===== src/rtl/vic_pkg.sv =====
// constants, register map and carrier types of the vectored interrupt controller
// assumes one 200 MHz clock shared with the bus, the cpu sequencer and the event sources
package vic_pkg;
  localparam int PC_W = 13;
  localparam int NUM_SRC = 7;
  localparam int NUM_GRP = 4;
  localparam int FLAG_OFS = 4;
  // byte offsets on the register bus
  localparam logic [5:0] OFS_EDGE = 6'h00;
  localparam logic [5:0] OFS_CTRL0 = 6'h04;
  localparam logic [5:0] OFS_CTRL1 = 6'h08;
  localparam logic [5:0] OFS_CTRL2 = 6'h0C;
  localparam logic [5:0] OFS_GRP0 = 6'h10;
  localparam logic [5:0] OFS_STACK = 6'h20;
  localparam logic [7:0] RST_REG = 8'h00;
  // implemented bits of each register
  localparam logic [7:0] MASK_EDGE = 8'h0F;
  localparam logic [7:0] MASK_CTRL0 = 8'h7F;
  localparam logic [7:0] MASK_CTRL1 = 8'h99;
  localparam logic [7:0] MASK_CTRL2 = 8'h33;
  localparam logic [NUM_GRP-1:0][7:0] MASK_GRP = {8'h33, 8'hBB, 8'hFF, 8'h33};
  // control register 0
  localparam int GIE_BIT = 0;
  localparam int EXT0_EN_BIT = 1;
  localparam int EXT1_EN_BIT = 2;
  localparam int G0_EN_BIT = 3;
  localparam int EXT0_FLAG_BIT = 4;
  localparam int EXT1_FLAG_BIT = 5;
  localparam int G0_FLAG_BIT = 6;
  // control register 1
  localparam int ADC_EN_BIT = 0;
  localparam int G1_EN_BIT = 3;
  localparam int ADC_FLAG_BIT = 4;
  localparam int G1_FLAG_BIT = 7;
  // control register 2
  localparam int G2_EN_BIT = 0;
  localparam int G3_EN_BIT = 1;
  localparam int G2_FLAG_BIT = 4;
  localparam int G3_FLAG_BIT = 5;
  // stack status register
  localparam int STK_FULL_BIT = 7;
  // source numbering used by the priority and vector tables
  localparam logic [2:0] SRC_EXT0 = 3'h0;
  localparam logic [2:0] SRC_EXT1 = 3'h1;
  localparam logic [2:0] SRC_ADC = 3'h2;
  localparam logic [2:0] SRC_GRP0 = 3'h3;
  localparam logic [NUM_SRC*3-1:0] DEF_PRIO = 21'h1AC688;
  localparam logic [NUM_SRC*PC_W-1:0] DEF_VECTORS =
    {13'h001C, 13'h0018, 13'h0014, 13'h0010, 13'h000C, 13'h0008, 13'h0004};

  typedef enum logic [1:0] {
    EDGE_OFF = 2'b00,
    EDGE_RISE = 2'b01,
    EDGE_FALL = 2'b10,
    EDGE_BOTH = 2'b11
  } vic_edge_type;

  // member event lanes line up with the enable bits of each group register
  typedef struct packed {
    logic adc_done;
    logic [NUM_GRP-1:0][3:0] grp_evt;
  } vic_event_type;

  typedef struct packed {
    logic boundary;
    logic ret;
    logic [PC_W-1:0] next_pc;
  } vic_cpu_in_type;

  typedef struct packed {
    logic pc_load;
    logic irq_taken;
    logic [PC_W-1:0] pc_target;
    logic stack_full;
    logic wake;
  } vic_cpu_out_type;
endpackage


===== src/rtl/vic_top.sv =====
// vectored interrupt controller: flags, enables, groups, priority, stack and wake
// assumes avalon-mm master on the same clock and a cpu that flags instruction boundaries
//
// How it works
// - source trigger sets its request flag
// - flag vectors only when its enable set
// - global enable clear blocks every interrupt
// - accept pushes next pc, loads vector
// - return pops saved pc and resumes
// - accepting clears global enable automatically
// - flags still latch while globally blocked
// - full stack blocks acknowledge until pop
// - newly set flag wakes sleep or idle
// - pin flag set on selected edge type
// - pin works only with its enable set
// - servicing pin clears its flag too
// - adc flag set on done, cleared serviced
// - four groups gather the member sources
// - enabled member set raises group flag unless an enabled member already pending, group vectors
// - service clears group flag, members stay
// - first member register layout, all zero reset
// - second member register, bits 6,2 zero
// - third member register, unused bits zero
// - edge code: off, rise, fall, both
// - global enable bit 0 of control 0
//
// Implementation choices: the Avalon-MM interface to the registers and the address map.
`timescale 1ns/100ps
module vic_top import vic_pkg::*; #(
  parameter int STACK_DEPTH = 8,
  parameter logic [NUM_SRC*3-1:0] PRIO_ORDER = DEF_PRIO,
  parameter logic [NUM_SRC*PC_W-1:0] VECTORS = DEF_VECTORS
) (
  input wire logic ref_clk,
  input wire logic reset_n,
  input wire logic [5:0] avs_address,
  input wire logic avs_read,
  input wire logic avs_write,
  input wire logic [31:0] avs_writedata,
  input wire logic [3:0] avs_byteenable,
  output logic [31:0] avs_readdata,
  output logic avs_waitrequest,
  input wire logic [1:0] ext_irq_pin,
  input wire vic_event_type src_event,
  input wire vic_cpu_in_type cpu_in,
  output vic_cpu_out_type cpu_out
);
  localparam int SP_W = $clog2(STACK_DEPTH + 1);

  typedef struct packed {
    logic [7:0] edge_sel;
    logic [7:0] ctrl0;
    logic [7:0] ctrl1;
    logic [7:0] ctrl2;
    logic [NUM_GRP-1:0][7:0] grp;
    logic [NUM_GRP-1:0] grp_live;
    logic [1:0] pin_prev;
    logic [STACK_DEPTH-1:0][PC_W-1:0] stack;
    logic [SP_W-1:0] sp;
    logic waitreq;
    logic [7:0] rdata;
    vic_cpu_out_type cpu;
  } vic_state_type;

  vic_state_type st;
  vic_state_type next_st;
  logic [1:0] rst_sync;
  logic rst_n;
  logic [NUM_SRC-1:0] src_flag;
  logic [NUM_SRC-1:0] src_en;
  logic stack_full;
  logic [PC_W-1:0] top_entry;

  function automatic logic edge_hit(input logic [1:0] sel, input logic prev, input logic now);
    logic rise;
    logic fall;
    rise = now & ~prev;
    fall = prev & ~now;
    case (vic_edge_type'(sel))
      EDGE_RISE: edge_hit = rise;
      EDGE_FALL: edge_hit = fall;
      EDGE_BOTH: edge_hit = rise | fall;
      default: edge_hit = 1'b0;
    endcase
  endfunction

  always_ff @(posedge ref_clk or negedge reset_n) begin
    if (!reset_n) begin
      rst_sync <= 2'b00;
    end else begin
      rst_sync <= {rst_sync[0], 1'b1};
    end
  end
  assign rst_n = rst_sync[1];

  assign src_flag = {st.ctrl2[G3_FLAG_BIT], st.ctrl2[G2_FLAG_BIT], st.ctrl1[G1_FLAG_BIT],
                     st.ctrl0[G0_FLAG_BIT], st.ctrl1[ADC_FLAG_BIT], st.ctrl0[EXT1_FLAG_BIT],
                     st.ctrl0[EXT0_FLAG_BIT]};
  assign src_en = {st.ctrl2[G3_EN_BIT], st.ctrl2[G2_EN_BIT], st.ctrl1[G1_EN_BIT],
                   st.ctrl0[G0_EN_BIT], st.ctrl1[ADC_EN_BIT], st.ctrl0[EXT1_EN_BIT],
                   st.ctrl0[EXT0_EN_BIT]};
  assign stack_full = st.sp == SP_W'(STACK_DEPTH);
  assign top_entry = st.stack[SP_W'(st.sp - 1'b1)];

  always_comb begin
    logic [NUM_SRC-1:0] pend;
    logic take;
    logic found;
    logic [2:0] pick;
    logic [2:0] cand;
    logic wake;
    logic [1:0] hit;
    logic [3:0] live;
    logic [7:0] wd;
    pend = '0;
    take = 1'b0;
    found = 1'b0;
    pick = 3'h0;
    cand = 3'h0;
    wake = 1'b0;
    hit = 2'b00;
    live = '0;
    wd = avs_writedata[7:0];
    next_st = st;
    next_st.cpu.pc_load = 1'b0;
    next_st.cpu.irq_taken = 1'b0;
    next_st.cpu.wake = 1'b0;
    // bus slave: one wait cycle, then the answer
    next_st.waitreq = !((avs_read || avs_write) && st.waitreq);
    case (avs_address)
      OFS_EDGE: next_st.rdata = st.edge_sel;
      OFS_CTRL0: next_st.rdata = st.ctrl0;
      OFS_CTRL1: next_st.rdata = st.ctrl1;
      OFS_CTRL2: next_st.rdata = st.ctrl2;
      OFS_GRP0: next_st.rdata = st.grp[0];
      OFS_GRP0 + 6'h04: next_st.rdata = st.grp[1];
      OFS_GRP0 + 6'h08: next_st.rdata = st.grp[2];
      OFS_GRP0 + 6'h0C: next_st.rdata = st.grp[3];
      OFS_STACK: next_st.rdata = {stack_full, 7'(st.sp)};
      default: next_st.rdata = 8'h00;
    endcase
    if (avs_write && !st.waitreq && avs_byteenable[0]) begin
      case (avs_address)
        OFS_EDGE: next_st.edge_sel = wd & MASK_EDGE;
        OFS_CTRL0: next_st.ctrl0 = wd & MASK_CTRL0;
        OFS_CTRL1: next_st.ctrl1 = wd & MASK_CTRL1;
        OFS_CTRL2: next_st.ctrl2 = wd & MASK_CTRL2;
        OFS_GRP0: next_st.grp[0] = wd & MASK_GRP[0];
        OFS_GRP0 + 6'h04: next_st.grp[1] = wd & MASK_GRP[1];
        OFS_GRP0 + 6'h08: next_st.grp[2] = wd & MASK_GRP[2];
        OFS_GRP0 + 6'h0C: next_st.grp[3] = wd & MASK_GRP[3];
        default: next_st.rdata = next_st.rdata;
      endcase
    end
    // acceptance and priority pick
    pend = src_flag & src_en;
    for (int r = NUM_SRC - 1; r >= 0; r--) begin
      cand = PRIO_ORDER[r*3 +: 3];
      if (pend[cand]) begin
        found = 1'b1;
        pick = cand;
      end
    end
    take = found && st.ctrl0[GIE_BIT] && !stack_full && cpu_in.boundary && !cpu_in.ret;
    if (cpu_in.ret && st.sp != '0) begin
      next_st.sp = SP_W'(st.sp - 1'b1);
      next_st.cpu.pc_target = top_entry;
      next_st.cpu.pc_load = 1'b1;
    end else if (take) begin
      next_st.stack[st.sp[SP_W-1:0]] = cpu_in.next_pc;
      next_st.sp = SP_W'(st.sp + 1'b1);
      next_st.cpu.pc_target = VECTORS[pick*PC_W +: PC_W];
      next_st.cpu.pc_load = 1'b1;
      next_st.cpu.irq_taken = 1'b1;
      next_st.ctrl0[GIE_BIT] = 1'b0;
      case (pick)
        SRC_EXT0: next_st.ctrl0[EXT0_FLAG_BIT] = 1'b0;
        SRC_EXT1: next_st.ctrl0[EXT1_FLAG_BIT] = 1'b0;
        SRC_ADC: next_st.ctrl1[ADC_FLAG_BIT] = 1'b0;
        SRC_GRP0: next_st.ctrl0[G0_FLAG_BIT] = 1'b0;
        SRC_GRP0 + 3'h1: next_st.ctrl1[G1_FLAG_BIT] = 1'b0;
        SRC_GRP0 + 3'h2: next_st.ctrl2[G2_FLAG_BIT] = 1'b0;
        default: next_st.ctrl2[G3_FLAG_BIT] = 1'b0;
      endcase
    end
    // hardware sets come last so a set wins over any clear
    next_st.pin_prev = ext_irq_pin;
    for (int p = 0; p < 2; p++) begin
      hit[p] = st.ctrl0[EXT0_EN_BIT + p] &&
               edge_hit(st.edge_sel[p*2 +: 2], st.pin_prev[p], ext_irq_pin[p]);
      if (hit[p]) begin
        wake = wake | !st.ctrl0[EXT0_FLAG_BIT + p];
        next_st.ctrl0[EXT0_FLAG_BIT + p] = 1'b1;
      end
    end
    if (src_event.adc_done) begin
      wake = wake | !st.ctrl1[ADC_FLAG_BIT];
      next_st.ctrl1[ADC_FLAG_BIT] = 1'b1;
    end
    for (int g = 0; g < NUM_GRP; g++) begin
      for (int k = 0; k < 4; k++) begin
        if (src_event.grp_evt[g][k] && MASK_GRP[g][k]) begin
          wake = wake | !st.grp[g][k + FLAG_OFS];
          next_st.grp[g][k + FLAG_OFS] = 1'b1;
        end
      end
      live[g] = |(next_st.grp[g][7:4] & next_st.grp[g][3:0]);
    end
    next_st.grp_live = live;
    if (live[0] && !st.grp_live[0]) begin
      wake = wake | !st.ctrl0[G0_FLAG_BIT];
      next_st.ctrl0[G0_FLAG_BIT] = 1'b1;
    end
    if (live[1] && !st.grp_live[1]) begin
      wake = wake | !st.ctrl1[G1_FLAG_BIT];
      next_st.ctrl1[G1_FLAG_BIT] = 1'b1;
    end
    if (live[2] && !st.grp_live[2]) begin
      wake = wake | !st.ctrl2[G2_FLAG_BIT];
      next_st.ctrl2[G2_FLAG_BIT] = 1'b1;
    end
    if (live[3] && !st.grp_live[3]) begin
      wake = wake | !st.ctrl2[G3_FLAG_BIT];
      next_st.ctrl2[G3_FLAG_BIT] = 1'b1;
    end
    next_st.cpu.wake = wake;
    next_st.cpu.stack_full = next_st.sp == SP_W'(STACK_DEPTH);
  end

  always_ff @(posedge ref_clk or negedge rst_n) begin
    if (!rst_n) begin
      st <= '0;
      st.edge_sel <= RST_REG;
      st.waitreq <= 1'b1;
    end else begin
      st <= next_st;
    end
  end

  assign avs_readdata = {24'h000000, st.rdata};
  assign avs_waitrequest = st.waitreq;
  assign cpu_out = st.cpu;

  // checks
  chk_gie_cleared: assert property (@(posedge ref_clk) disable iff (!rst_n)
    cpu_out.irq_taken |-> !st.ctrl0[GIE_BIT])
    else $error("global enable still set after accept");
  chk_gie_blocks: assert property (@(posedge ref_clk) disable iff (!rst_n)
    !st.ctrl0[GIE_BIT] |=> !cpu_out.irq_taken)
    else $error("interrupt taken while globally disabled");
  chk_full_blocks: assert property (@(posedge ref_clk) disable iff (!rst_n)
    stack_full |=> !cpu_out.irq_taken)
    else $error("interrupt taken with full stack");
  chk_push_vector: assert property (@(posedge ref_clk) disable iff (!rst_n)
    cpu_out.irq_taken |-> st.sp == SP_W'($past(st.sp) + 1'b1) && cpu_out.pc_load
      && top_entry == $past(cpu_in.next_pc))
    else $error("accept did not push the next pc");
  chk_pop_resume: assert property (@(posedge ref_clk) disable iff (!rst_n)
    cpu_in.ret && st.sp != '0 |=> cpu_out.pc_load && cpu_out.pc_target == $past(top_entry)
      && !cpu_out.irq_taken)
    else $error("return did not resume saved pc");
  chk_enable_gates: assert property (@(posedge ref_clk) disable iff (!rst_n)
    cpu_out.irq_taken |-> $past(src_flag & src_en) != '0)
    else $error("interrupt without enabled flag");
  chk_adc_flag: assert property (@(posedge ref_clk) disable iff (!rst_n)
    src_event.adc_done |=> st.ctrl1[ADC_FLAG_BIT])
    else $error("adc flag not set on done");
  chk_wake_pulse: assert property (@(posedge ref_clk) disable iff (!rst_n)
    src_event.adc_done && !st.ctrl1[ADC_FLAG_BIT] |=> cpu_out.wake)
    else $error("new flag did not wake");
  chk_members_kept: assert property (@(posedge ref_clk) disable iff (!rst_n)
    cpu_out.irq_taken && !$past(avs_write) |->
      ($past(st.grp[1][7:4]) & ~st.grp[1][7:4]) == 4'h0)
    else $error("service cleared a member flag");
  chk_rise_sets: assert property (@(posedge ref_clk) disable iff (!rst_n)
    st.ctrl0[EXT0_EN_BIT] && st.edge_sel[1:0] == 2'b01 && $rose(ext_irq_pin[0])
      |=> st.ctrl0[EXT0_FLAG_BIT])
    else $error("rising edge missed on pin 0");
  chk_bus_answer: assert property (@(posedge ref_clk) disable iff (!rst_n)
    (avs_read || avs_write) && avs_waitrequest |=> !avs_waitrequest)
    else $error("bus answer late");
  chk_bus_idle: assert property (@(posedge ref_clk) disable iff (!rst_n)
    !avs_read && !avs_write |=> avs_waitrequest)
    else $error("waitrequest low without a request");

  // accept and return
  chk_taken_pulse: assert property (@(posedge ref_clk) disable iff (!rst_n)
    cpu_out.irq_taken |=> !cpu_out.irq_taken)
    else $error("second accept right after the first");
  chk_ret_no_take: assert property (@(posedge ref_clk) disable iff (!rst_n)
    cpu_in.ret |=> !cpu_out.irq_taken)
    else $error("accept during a return");
  chk_full_output: assert property (@(posedge ref_clk) disable iff (!rst_n)
    cpu_out.stack_full == (st.sp == SP_W'(STACK_DEPTH)))
    else $error("stack full output wrong");
  chk_sp_bound: assert property (@(posedge ref_clk) disable iff (!rst_n)
    st.sp <= SP_W'(STACK_DEPTH))
    else $error("stack pointer beyond depth");
  chk_gie_write: assert property (@(posedge ref_clk) disable iff (!rst_n)
    avs_write && !avs_waitrequest && avs_byteenable[0] && avs_address == OFS_CTRL0
      |=> cpu_out.irq_taken || st.ctrl0[GIE_BIT] == $past(avs_writedata[0]))
    else $error("global enable write lost");

  // service clears
  chk_ext0_service: assert property (@(posedge ref_clk) disable iff (!rst_n)
    cpu_out.irq_taken && cpu_out.pc_target == VECTORS[PC_W-1:0] && !$past(avs_write)
      && !$past(ext_irq_pin[0] ^ st.pin_prev[0]) |-> !st.ctrl0[EXT0_FLAG_BIT])
    else $error("pin 0 flag kept after service");
  chk_adc_service: assert property (@(posedge ref_clk) disable iff (!rst_n)
    cpu_out.irq_taken && cpu_out.pc_target == VECTORS[SRC_ADC*PC_W +: PC_W]
      && !$past(avs_write) && !$past(src_event.adc_done) |-> !st.ctrl1[ADC_FLAG_BIT])
    else $error("adc flag kept after service");
  chk_grp_service: assert property (@(posedge ref_clk) disable iff (!rst_n)
    cpu_out.irq_taken && cpu_out.pc_target == VECTORS[SRC_GRP0*PC_W +: PC_W]
      && !$past(avs_write) && !(st.grp_live[0] && !$past(st.grp_live[0]))
      |-> !st.ctrl0[G0_FLAG_BIT])
    else $error("group 0 flag kept after service");
  chk_flag_held: assert property (@(posedge ref_clk) disable iff (!rst_n)
    !st.ctrl0[GIE_BIT] && st.ctrl1[ADC_FLAG_BIT] && !avs_write
      |=> st.ctrl1[ADC_FLAG_BIT])
    else $error("blocked request flag lost");

  // external pins
  chk_pin0_gated: assert property (@(posedge ref_clk) disable iff (!rst_n)
    !st.ctrl0[EXT0_EN_BIT] && !st.ctrl0[EXT0_FLAG_BIT] && !avs_write
      |=> !st.ctrl0[EXT0_FLAG_BIT])
    else $error("disabled pin 0 raised its flag");
  chk_pin1_gated: assert property (@(posedge ref_clk) disable iff (!rst_n)
    !st.ctrl0[EXT1_EN_BIT] && !st.ctrl0[EXT1_FLAG_BIT] && !avs_write
      |=> !st.ctrl0[EXT1_FLAG_BIT])
    else $error("disabled pin 1 raised its flag");
  chk_edge_off: assert property (@(posedge ref_clk) disable iff (!rst_n)
    st.edge_sel[1:0] == 2'b00 && !st.ctrl0[EXT0_FLAG_BIT] && !avs_write
      |=> !st.ctrl0[EXT0_FLAG_BIT])
    else $error("pin 0 flag set with edges off");
  chk_fall_sets: assert property (@(posedge ref_clk) disable iff (!rst_n)
    st.ctrl0[EXT0_EN_BIT] && st.edge_sel[1:0] == 2'b10 && $fell(ext_irq_pin[0])
      |=> st.ctrl0[EXT0_FLAG_BIT])
    else $error("falling edge missed on pin 0");
  chk_both_sets: assert property (@(posedge ref_clk) disable iff (!rst_n)
    st.ctrl0[EXT0_EN_BIT] && st.edge_sel[1:0] == 2'b11
      && ($rose(ext_irq_pin[0]) || $fell(ext_irq_pin[0])) |=> st.ctrl0[EXT0_FLAG_BIT])
    else $error("edge missed on pin 0 in both mode");
  chk_wake_pin: assert property (@(posedge ref_clk) disable iff (!rst_n)
    st.ctrl0[EXT0_EN_BIT] && st.edge_sel[1:0] == 2'b01 && $rose(ext_irq_pin[0])
      && !st.ctrl0[EXT0_FLAG_BIT] |=> cpu_out.wake)
    else $error("pin flag did not wake");

  // groups
  chk_grp0_sets: assert property (@(posedge ref_clk) disable iff (!rst_n)
    st.grp_live[0] && !$past(st.grp_live[0]) |-> st.ctrl0[G0_FLAG_BIT])
    else $error("group 0 flag not raised");
  chk_grp1_sets: assert property (@(posedge ref_clk) disable iff (!rst_n)
    st.grp_live[1] && !$past(st.grp_live[1]) |-> st.ctrl1[G1_FLAG_BIT])
    else $error("group 1 flag not raised");
  chk_grp2_sets: assert property (@(posedge ref_clk) disable iff (!rst_n)
    st.grp_live[2] && !$past(st.grp_live[2]) |-> st.ctrl2[G2_FLAG_BIT])
    else $error("group 2 flag not raised");
  chk_grp3_sets: assert property (@(posedge ref_clk) disable iff (!rst_n)
    st.grp_live[3] && !$past(st.grp_live[3]) |-> st.ctrl2[G3_FLAG_BIT])
    else $error("group 3 flag not raised");
  chk_member_gate: assert property (@(posedge ref_clk) disable iff (!rst_n)
    st.grp_live[1] == |(st.grp[1][7:4] & st.grp[1][3:0]))
    else $error("group 1 live without enabled member");

  // unimplemented bits
  chk_grp2_reserved: assert property (@(posedge ref_clk) disable iff (!rst_n)
    (st.grp[2] & ~MASK_GRP[2]) == 8'h00)
    else $error("reserved bit set in second member register");
  chk_grp3_reserved: assert property (@(posedge ref_clk) disable iff (!rst_n)
    (st.grp[3] & ~MASK_GRP[3]) == 8'h00)
    else $error("reserved bit set in third member register");
  chk_ctrl_reserved: assert property (@(posedge ref_clk) disable iff (!rst_n)
    (st.ctrl0 & ~MASK_CTRL0) == 8'h00 && (st.ctrl1 & ~MASK_CTRL1) == 8'h00
      && (st.ctrl2 & ~MASK_CTRL2) == 8'h00)
    else $error("reserved control bit set");
  chk_edge_reserved: assert property (@(posedge ref_clk) disable iff (!rst_n)
    (st.edge_sel & ~MASK_EDGE) == 8'h00)
    else $error("reserved edge select bit set");
endmodule // vic_top


===== config.mk =====
export PLATFORM = sky130hd
export DESIGN_NAME = vic_top
export DESIGN_NICKNAME = d
export VERILOG_FILES = /design/src/rtl/vic_pkg.sv /design/src/rtl/vic_top.sv
export SDC_FILE = /design/constraint.sdc
export NUM_CORES = 1
export LEC_CHECK = 0
export BUFFER_PORTS_ARGS = -buffer_cell sky130_fd_sc_hd__buf_4
export CORE_UTILIZATION = 41
export CTS_CLUSTER_DIAMETER = 50
export DETAILED_ROUTE_END_ITERATION = 6
export GPL_ROUTABILITY_DRIVEN = 1
export SYNTH_ARGS = -nofsm -noshare
export SYNTH_HDL_FRONTEND = slang
export SYNTH_SLANG_ARGS = --single-unit

===== constraint.sdc =====
create_clock -name ref_clk -period 8.32 [get_ports ref_clk]
set_clock_uncertainty 0.1 [all_clocks]
set_input_delay 2.496 -clock ref_clk [delete_from_list [all_inputs] [get_ports ref_clk]]
set_output_delay 2.496 -clock ref_clk [all_outputs]
set_load 0.05 [all_outputs]

### Word level (Yosys, flattened, before mapping)

Index checks and enable logic that the tools add are counted.
W data, S select, Z words.

| operators by class | value |
|---|---|
| shift-type cells | 1 |
| add/sub/neg operators | 2 |
| $lt $le $gt $ge | 3 |
| mux-type cells | 87 |
| bitwise operators | 33 |
| equal/unequal tests | 21 |
| reduce and logical (&&, ||, !) cells | 56 |
| div/mod/pow operators | 0 |
| $mul | 1 |

Operators by type and width:

| cell | number |
|---|---|
| $bwmux W104 | 1 |
| $shiftx A91 B8 Y13 const A | 1 |
| $pmux W8 S9 | 1 |
| $mux W55 | 1 |
| $mux W1 | 54 |
| $mux W8 | 5 |
| $bmux W13 S3 | 1 |
| $demux W13 S3 | 1 |
| $mux W13 | 3 |
| $mux W3 | 9 |
| $logic_not A1 Y1 | 26 |
| $eq A6 B5 Y1 const B | 4 |
| $or A1 B1 Y1 | 19 |
| $and A4 B4 Y4 | 4 |
| $reduce_or A4 Y1 | 4 |
| $logic_and A1 B1 Y1 | 15 |
| $mux W15 | 1 |
| $eq A6 B4 Y1 const B | 2 |
| $reduce_and A2 Y1 | 5 |
| $eq A2 B2 Y1 const B | 4 |
| $eq A4 B4 Y1 const B | 2 |
| $lt A4 B4 Y1 const B | 2 |
| $mux W2 | 4 |
| $mux W4 | 2 |
| 22 further kinds | 33 |

| storage, ports and cells | value |
|---|---|
| memories kept | 0 |
| input port bits | 80 |
| bits in latches | 0 |
| ROM bits | 0 |
| output and inout bits | 50 |
| register bits | 193 |
| word-level logic and storage cells | 234 |
| bits in writable memories | 0 |

### Logic depth before layout (Yosys ltp)

Gate-level depths: netlist of the first run.

| logic depth | value |
|---|---|
| depth in word-level cells | 40 |
| mapped depth | 11 |
| mapped depth without buffers | 9 |

### Worst setup path before layout of the first run

OpenSTA, ideal clock, no wires.

| timing | value |
|---|---|
| path kind | input-to-reg |
| start point | in avs_address[5] |
| end point | reg st, in the netlist cpu_out[0] |
| required time | 8.084 ns |
| path slack | 4.024 ns |
| buffers on the path | 0 |
| stages on the path | 5 |
| setup time | 0.136 ns |
| arrival | 4.060 ns |
| path through | or4b_4 > or4_4 > mux2_4 > a22oi_2 > nand3_1 |

RTL lines:

| what | line | RTL |
|---|---|---|
| start, declared | vic_top.sv:36 | `input wire logic [5:0] avs_address,` |
| end signal, assigned | vic_top.sv:236 | `st <= next_st;` |
| end, declared | vic_top.sv:65 | `vic_state_type st;` |

### Final worst setup path of the first run

| timing | value |
|---|---|
| start point | in cpu_in[14] (netlist name) |
| end point | reg st[65] (netlist name) |

| on the way | value |
|---|---|
| longest elaborated chain between the ends | 3 |

RTL lines:

| what | line | RTL |
|---|---|---|
| start, declared | vic_top.sv:45 | `input wire vic_cpu_in_type cpu_in,` |
| $logic_and A1 B1 Y1 (2 in series) | vic_top.sv:164 | `take = found && st.ctrl0[GIE_BIT] && !stack_full && cpu_in.boundary && !cpu_in.ret;` |
| $reduce_and A2 Y1 (no line) | - |  |

No other way between the ends.
A chain may end at the register's enable or synchronous reset.

==> impl_results.md, run 1 <==
- IO Count: 130
- Final critical-path required period: approximately 5.4 ns
- Post-layout net count: between 800 and 900
- Overall track demand over capacity in global routing: 19.62%
- Total Die Area: 23940 um^2
- Fin. Hold Viols: 0
- Slowest cell on the critical path: nand4_1
- Critical register-to-register path endpoint: st[65]$_DFFE_PN0P_
- Category of the worst setup path launch point: primary input
- Sequential-to-total area share from yosys stat: 50.51%
- Type of element capturing the critical path: flip-flop
- Crit path kind: primary input to flip-flop
- Total CTS buffers: 17
- Post-CTS setup-driven buffer insertion count: 0
- Number of vias per cell after detailed routing: 5.546
- Antenna violations before repair: 0
- Reg clk slew, reported paths: 0.07 ns
- Number of H-tree levels: 4
- Post-Layout Inst Area: 10700 um^2
- Simple-gate share of the synthesized area: 7.875%
- Clk_lat worst skew: between 0.4 and 0.5 ns
- Max Slew Vio Count: 0
- Highest fanout seen on the critical path: 14
- Floorplan die height: 154.7 um
- Main combinational cell family by area after synthesis: multiplexers
- Post-synthesis instance total: between 700 and 800
- Fraction of final layout cells sized beyond drive strength 1: 37.19%
- Resized cells post-CTS: 0
- Setup-violating endpoint count in the final report: 0
- Cell Chain, Critical Path: buf_4 -> nand2_1 -> a211oi_2 -> nand2_2 -> inv_1 -> nand4_1 -> mux2_2
- LEAKAGE: 5.130 nW
- HPWL Detailed: 15.10 mm
- Maximum number of pins on one net before global-route repair: 68
- Area after DPL: approximately 10000 um^2
- Unrepaired setup endpoints after global routing: false
- Number of cells on the worst reg-to-reg path: 8
- Initial cell density of the core: 41.99%
- Antenna Nets Post-Route: 0
- Final sum of negative setup slack: 0 ns
- Placement Rows: 55
- Highest cell delay on the worst timing path: 0.88 ns
- Total of hold buffers inserted after clock tree synthesis: 0
- Slew at the pin closest to its max-slew limit: around 1.2 ns
- DR pass1 iterations: 5
- Number of vias in the routed layout: 6151
- Capture endpoint of the worst hold path: rst_sync[1]$_DFF_PN0_
- Primary FF master, synth: dfrtp_1
- Number of warnings issued by yosys: 0
- Critical Path AT: 5.63 ns
- Worst-case register-to-register setup slack: 3.12 ns
- Xor/xnor cell area share of the yosys netlist: 0.1832%
- Data required time at the worst endpoint: about 8.5 ns
- Final estimated routing congestion in global placement: 0.8965
- Status: completed
- Share of cell area taken by muxes after synthesis: between 20% and 30%
- CTS sink count: 193
- Port Buffer Count: 73
- Root buffer selected by CTS: clkbuf_16
- Average cell area after synthesis: ~13 um^2
- Buf+Inv Stages, Crit Path: 2
- Largest delay share family, worst path: simple AND/OR/NAND/NOR gates
- Worst hold path depth: 0
- First-iteration detailed-routing DRC count: 328
- Worst r2r src: st[26]$_DFF_PN0_
- Overall routed net length: 22.18 mm
- MaxCap Viol Count: 0
- Remaining global-route overflow: 0
- #FFs+latches synth: 193
- Fill count: 2030
- Path class of the lowest-slack min-delay path: flip-flop to flip-flop
- Fraction of the mapped netlist area in compound gates: 7.365%
- Post-synth EDFFs: 0
- Most frequent cells in the layout: dfrtp_1, mux2_2, buf_4, o21ai_0, mux4_2
- Commonest non-fill, non-tap cell in the layout: dfrtp_1
- Die Wd: roughly 150 um
- Antenna diode instance count: 0
- Worst slew slack as a fraction of its limit: a little under a quarter
- Upper clock frequency limit: 184.7 MHz
- Area growth syn-to-layout: 11.88%
- VDD IR-drop max: ~0.00014 V
- Source of the worst hold timing path: rst_sync[0]$_DFF_PN0_
- Adder-cell share of the synthesized area: 1.570%
- Distinct cells, synth: 58
- DRC viols: 0
- Std-Cell Core Area: between 20000 and 25000 um^2
- WL per Instance: 20.00 um
- Clock tree from TritonCTS: yes
- Area of the mapped netlist: 9564 um^2
- Pwr dens: between 200 and 250 nW/um^2
- Asr flop ratio synth: 100.0%
- Vias in the first global route: ~6600
- First-pass GRT wire length: 35.70 mm
- Buffer depth of the longest clock path: 2
- Final cycle utilization of the critical path: 65.07%
==> where the power goes <==
part           switching [mW]  total (mW)  internal, mW  leakage [nW]
Clock                   0.391       0.791         0.400         0.285
Combinational           0.259       0.438         0.179          2.27
Sequential             0.0922        1.06         0.966          2.58
==> cell type report <==
class / instances / area (um^2) / share of cell area (%)
Timing Repair Buffer: 82 / 615.6 / 5.753
Sequential cell: 193 / 4836 / 45.19
Multi-Input combinational cell: 465 / 4203 / 39.28
Clock inverter: 15 / 138.9 / 1.298
Inverter: 24 / 90.09 / 0.8419
Clock buffer: 17 / 425.4 / 3.976
Tap cell: 313 / 391.6 / 3.660
==> kinds of logic after synthesis <==
logic type      after synthesis
flops                       193
mux                         186
simple gates                137
buf+inv                     111
compound gates              103
fa+ha+maj                    12
other cells                   2
xor+xnor                      2
==> sequential cells by signal (all words and copies together) (netlist names) <==
signal           cells
avs_readdata         8
avs_waitrequest      1
cpu_out             17
rst_sync             2
src_en               7
src_flag             7
st                 151
==> how the worst max path moves through the flow <==
stage / from / to / slack [ns] / cells past startpoint
finish: cpu_in[14] / st[65]$_DFFE_PN0P_ / 2.91 / 7
global route: cpu_in[14] / st[65]$_DFFE_PN0P_ / 2.71 / 7
CTS: cpu_in[14] / st[61]$_DFFE_PN0P_ / 2.88 / 7
detailed placement: cpu_in[14] / st[65]$_DFFE_PN0P_ / 2.42 / 7
global placement: cpu_in[14] / st[62]$_DFFE_PN0P_ / 2.46 / 7
floorplan: rst_sync[1]$_DFF_PN0_ / avs_readdata[0]$_DFF_PN0_ / 2.45 / 0
==> layer usage <==
metal / track usage [%] / vias up / part of all wire, %
met4: 7.072 / 0 / 1.8
li1: - / 2723 / -
met2: 32.92 / 187 / 50
met3: 4.175 / 36 / 4.6
met1: 25.07 / 3205 / 44
met5: 0 / - / 0
==> synthesized netlist by cell type, types with 2 or more instances <==
| cell | instances | share of area, % |
|---|---|---|
| a32o_1 | 3 | 0.31 |
| or2_2 | 2 | 0.13 |
| o21ai_0 | 44 | 2.3 |
| dfrtp_1 | 192 | 50 |
| mux4_2 | 35 | 8.2 |
| a32oi_1 | 2 | 0.18 |
| nand2_1 | 28 | 1.1 |
| buf_1 | 3 | 0.12 |
| a22o_1 | 2 | 0.18 |
| mux2_2 | 129 | 15 |
| nor2b_1 | 28 | 1.8 |
| nand3b_1 | 2 | 0.16 |
| nor3_1 | 7 | 0.37 |
| and2_1 | 5 | 0.33 |
| inv_1 | 24 | 0.94 |
| a211o_1 | 12 | 1.1 |
| buf_2 | 12 | 0.63 |
| a221o_1 | 2 | 0.21 |
| a221oi_1 | 2 | 0.18 |
| nand3_1 | 23 | 1.2 |
| clkbuf_1 | 18 | 0.71 |
| a222oi_1 | 2 | 0.21 |
| and3_1 | 3 | 0.20 |
| ha_1 | 12 | 1.6 |
| nand2b_1 | 3 | 0.20 |
| conb_1 | 2 | 0.079 |
| nor2_1 | 18 | 0.71 |
| nand4_1 | 5 | 0.33 |
| a21boi_0 | 2 | 0.16 |
| mux2i_1 | 21 | 2.2 |
| a2111oi_0 | 3 | 0.27 |
| a21o_1 | 4 | 0.31 |
| buf_4 | 54 | 4.2 |
| a22oi_1 | 10 | 0.78 |
| a31oi_1 | 3 | 0.20 |
| nor4_1 | 2 | 0.13 |
| a21oi_1 | 6 | 0.31 |
==> per-stage QoR <==
step / power [mW] / hold WS [ns] / std cells / setup slack, ns / util, %
floorplan: 1.383 / 0.2312 / 769 / 2.445 / -
global placement: 1.508 / 0.2388 / 1077 / 2.459 / 44.50
detailed placement: 1.519 / 0.2411 / 1077 / 2.416 / 44.50
CTS: 2.312 / 0.2579 / 1109 / 2.881 / 46.98
global route: 2.382 / 0.2708 / 1109 / 2.706 / 46.98
finish: 2.288 / 0.2532 / 1109 / 2.906 / 46.98
Power figures use the tool's default switching activity.
==> run 2, diff against run 1 <==
Clock period 8.32 ns to 4.7 ns, I/O delays scaled along.
==> impl_results.md, run 2 (synthesized netlist as in run 1, its figures left out) <==
- Status: completed (unchanged)
- Slew at the pin closest to its max-slew limit: 1.084 ns (was 1.160 ns)
- Unrepaired setup endpoints after global routing: false (unchanged)
- Setup-violating endpoint count in the final report: 0 (unchanged)
- Clock power frac: 35.9% (was 34.6%)
- Total CTS buffers: 17 (unchanged)
- WL per Instance: 19.69 um (was 20.00 um)
- Number of vias in the routed layout: 6143 (was 6151)
- Max Slew Vio Count: 0 (unchanged)
- Die Wd: 154.7 um (unchanged)
- Data required time at the worst endpoint: 4.91 ns (was 8.53 ns)
- Final critical-path required period: 3.595 ns
- Capture endpoint of the worst hold path: rst_sync[1]$_DFF_PN0_ (unchanged)
- Worst hold path depth: 0 (unchanged)
- Area growth syn-to-layout: 12.98% (was 11.88%)
- Buffer depth of the longest clock path: 2 (unchanged)
- Antenna Nets Post-Route: 0 (unchanged)
- Clock tree from TritonCTS: yes (unchanged)
- Path class of the lowest-slack min-delay path: flip-flop to flip-flop (unchanged)
- Initial cell density of the core: 41.99% (unchanged)
- Commonest non-fill, non-tap cell in the layout: dfrtp_1 (unchanged)
- Largest register by flop count: st (unchanged)
- Reg clk slew, reported paths: 0.08 ns (was 0.07 ns)
- Overall track demand over capacity in global routing: 19.40% (was 19.62%)
- Wire length on met3: 1.229 mm (was 1.025 mm)
- Slowest cell on the critical path: nand2_1 (was nand4_1)
- Number of H-tree levels: 4 (unchanged)
- Port Buffer Count: 73 (unchanged)
- Placement Rows: 55 (unchanged)
- Final non-filler cell total: 1116 (was 1109)
- Fill count: 2036 (was 2030)
- Switching power total: 1.333 mW (was 742.0 uW)
- Number of cells on the worst reg-to-reg path: 9 (was 8)
- Routed wire length on met2: 10.89 mm (was 11.08 mm)
- Pwr dens: 383.4 nW/um^2 (was 213.8 nW/um^2)
- MaxCap Viol Count: 0 (unchanged)
- Register area: 4836 um^2 (unchanged)
- Upper clock frequency limit: 278.2 MHz
- Resized cells post-CTS: 0 (unchanged)
- Highest cell delay on the worst timing path: 0.70 ns (was 0.88 ns)
- Root buffer selected by CTS: clkbuf_16 (unchanged)
- LEAKAGE: 5.181 nW (was 5.130 nW)
- Floorplan die height: 154.7 um (unchanged)
- Fin. Hold Viols: 0 (unchanged)
- Sequential fraction of design power: 43.3% (was 46.3%)
- Share of power burned in combinational logic: 20.9% (was 19.2%)
- Largest register FFs: 151 (unchanged)
- Post-layout net count: 882 (was 875)
- Maximum number of pins on one net before global-route repair: 125 (was 68)
- Number of vias per cell after detailed routing: 5.504 (was 5.546)
- Vias in the first global route: 6463 (was 6591)
- DRC viols: 0 (unchanged)
- Worst-case register-to-register setup slack: 1.10 ns (was 3.12 ns)
- Internal cell power: 2.810 mW (was 1.546 mW)
- Clk_lat worst skew: 0.43 ns (about the same)
- Category of the worst setup path launch point: flip-flop (was primary input)
- Highest layer used for signal routing: met4 (unchanged)
- Source of the worst hold timing path: rst_sync[0]$_DFF_PN0_ (unchanged)
- Top cell by count, worst path: inv_1
- Worst slew slack as a fraction of its limit: 27.09% (was 22.68%)
- CTS sink count: 193 (unchanged)
- VDD IR-drop max: 0.0002122 V (was 0.0001382 V)
- Antenna violations before repair: 0 (unchanged)
- Routed met1 length: 9.610 mm (was 9.681 mm)
- Cell Chain, Critical Path: inv_1 -> ha_1 -> nor2b_1 -> a211oi_2 -> buf_4 -> nand2_2 -> inv_1 -> nand2_1 -> mux2_2 (was buf_4 -> nand2_1 -> a211oi_2 -> nand2_2 -> inv_1 -> nand4_1 -> mux2_2)
- Post-CTS setup-driven buffer insertion count: 0 (unchanged)
- Final estimated routing congestion in global placement: 0.9080 (was 0.8965)
- Crit path kind: flip-flop to flip-flop (was primary input to flip-flop)
- Worst hold slack after final layout: 0.2537 ns (was 0.2532 ns)
- HPWL Detailed: 15.00 mm (was 15.10 mm)
- DR pass1 iterations: 5 (unchanged)
- Multi-input gate area in the final layout: 4198 um^2 (was 4203 um^2)
- Antenna diode instance count: 0 (unchanged)
- Critical register-to-register path endpoint: st[125]$_DFFE_PN0P_ (was st[65]$_DFFE_PN0P_)
- Critical Path AT: 3.80 ns (was 5.63 ns)
- Overall routed net length: 21.97 mm (was 22.18 mm)
- Highest fanout seen on the critical path: 14 (unchanged)
- Switching power share of the total: 32.18% (was 32.44%)
- Total of hold buffers inserted after clock tree synthesis: 0 (unchanged)
- Type of element capturing the critical path: flip-flop (unchanged)
- Final cycle utilization of the critical path: 76.49%
- Std-Cell Core Area: 22780 um^2 (unchanged)
- First-pass GRT wire length: 35.47 mm (was 35.70 mm)
- Worst r2r src: st[27]$_DFF_PN0_ (was st[26]$_DFF_PN0_)
- Final sum of negative setup slack: 0 ns (unchanged)
- Total placed cells including tap cells: 1084 (was 1077)
- Most frequent cells in the layout: dfrtp_1, mux2_2, buf_4, o21ai_0, mux4_2 (unchanged)
- Total Die Area: 23940 um^2 (unchanged)
- First-iteration detailed-routing DRC count: 367 (was 328)
- Fraction of final layout cells sized beyond drive strength 1: 37.61% (was 37.19%)
- Remaining global-route overflow: 0 (unchanged)
- IO Count: 130 (unchanged)
==> run 2: layer usage <==
| metal | up-vias | global-route usage [%] |
|---|---|---|
| met4 | 0 | 5.422 |
| met2 | 196 | 31.48 |
| met1 | 3200 | 26.36 |
| met3 | 22 | 4.091 |
| met5 | - | 0 |
| li1 | 2725 | - |
==> run 2: area by class of cell <==
cell class                 count  share of cell area (%)
timing repair buffer          89                   6.299
inverter                      24                  0.8337
clock inverter                15                   1.702
clock buffer                  17                   3.937
sequential                   193                   44.75
multi-input combinational    465                   38.85
tap                          313                   3.624
==> run 2: worst max-delay path: cells and delay by family, from the launching register on <==
kind / cells / cell delay [ns]
mux: 1 / 0.42
flops: 1 / 0.49
simple gates: 3 / 1.37
buf+inv: 3 / 0.65
compound gates: 1 / 0.12
fa+ha+maj: 1 / 0.29
==> run 2: metrics by stage <==
| step | total power [mW] | setup slack (ns) | util (%) | cell area, um^2 |
|---|---|---|---|---|
| final | 4.143 | 1.105 | 47.44 | 10810 |
| after CTS | 4.183 | 1.130 | 47.44 | 10810 |
| after floorplan | 2.448 | 1.419 | - | 9652 |
| after global routing | 4.316 | 0.9015 | 47.44 | 10810 |
| after detailed placement | 2.690 | 0.7914 | 44.76 | 10200 |
| after global placement | 2.685 | 0.8138 | 44.76 | 10200 |
==> run 2: worst max-delay path by stage <==
stage                                     start                   endpoint  slack [ns]  depth (start not counted)
after floorplan           rst_sync[1]$_DFF_PN0_  avs_readdata[0]$_DFF_PN0_        1.42                          0
after global placement               cpu_in[14]        st[130]$_DFFE_PN0P_        0.81                          8
after detailed placement             cpu_in[14]        st[121]$_DFFE_PN0P_        0.79                          8
after CTS                      st[27]$_DFF_PN0_        st[125]$_DFFE_PN0P_        1.13                          9
after global routing           st[27]$_DFF_PN0_        st[124]$_DFFE_PN0P_        0.90                          9
final                          st[27]$_DFF_PN0_        st[125]$_DFFE_PN0P_        1.10                          9
==> run 2: power by group through the flow <==
stage | Sequential [mW] | Clock, mW | Combinational (mW)
floorplan | 1.80 | 0 | 0.648
global placement | 1.82 | 0 | 0.865
detailed placement | 1.82 | 0 | 0.866
CTS | 1.79 | 1.52 | 0.868
global route | 1.80 | 1.59 | 0.926
finish | 1.79 | 1.49 | 0.864
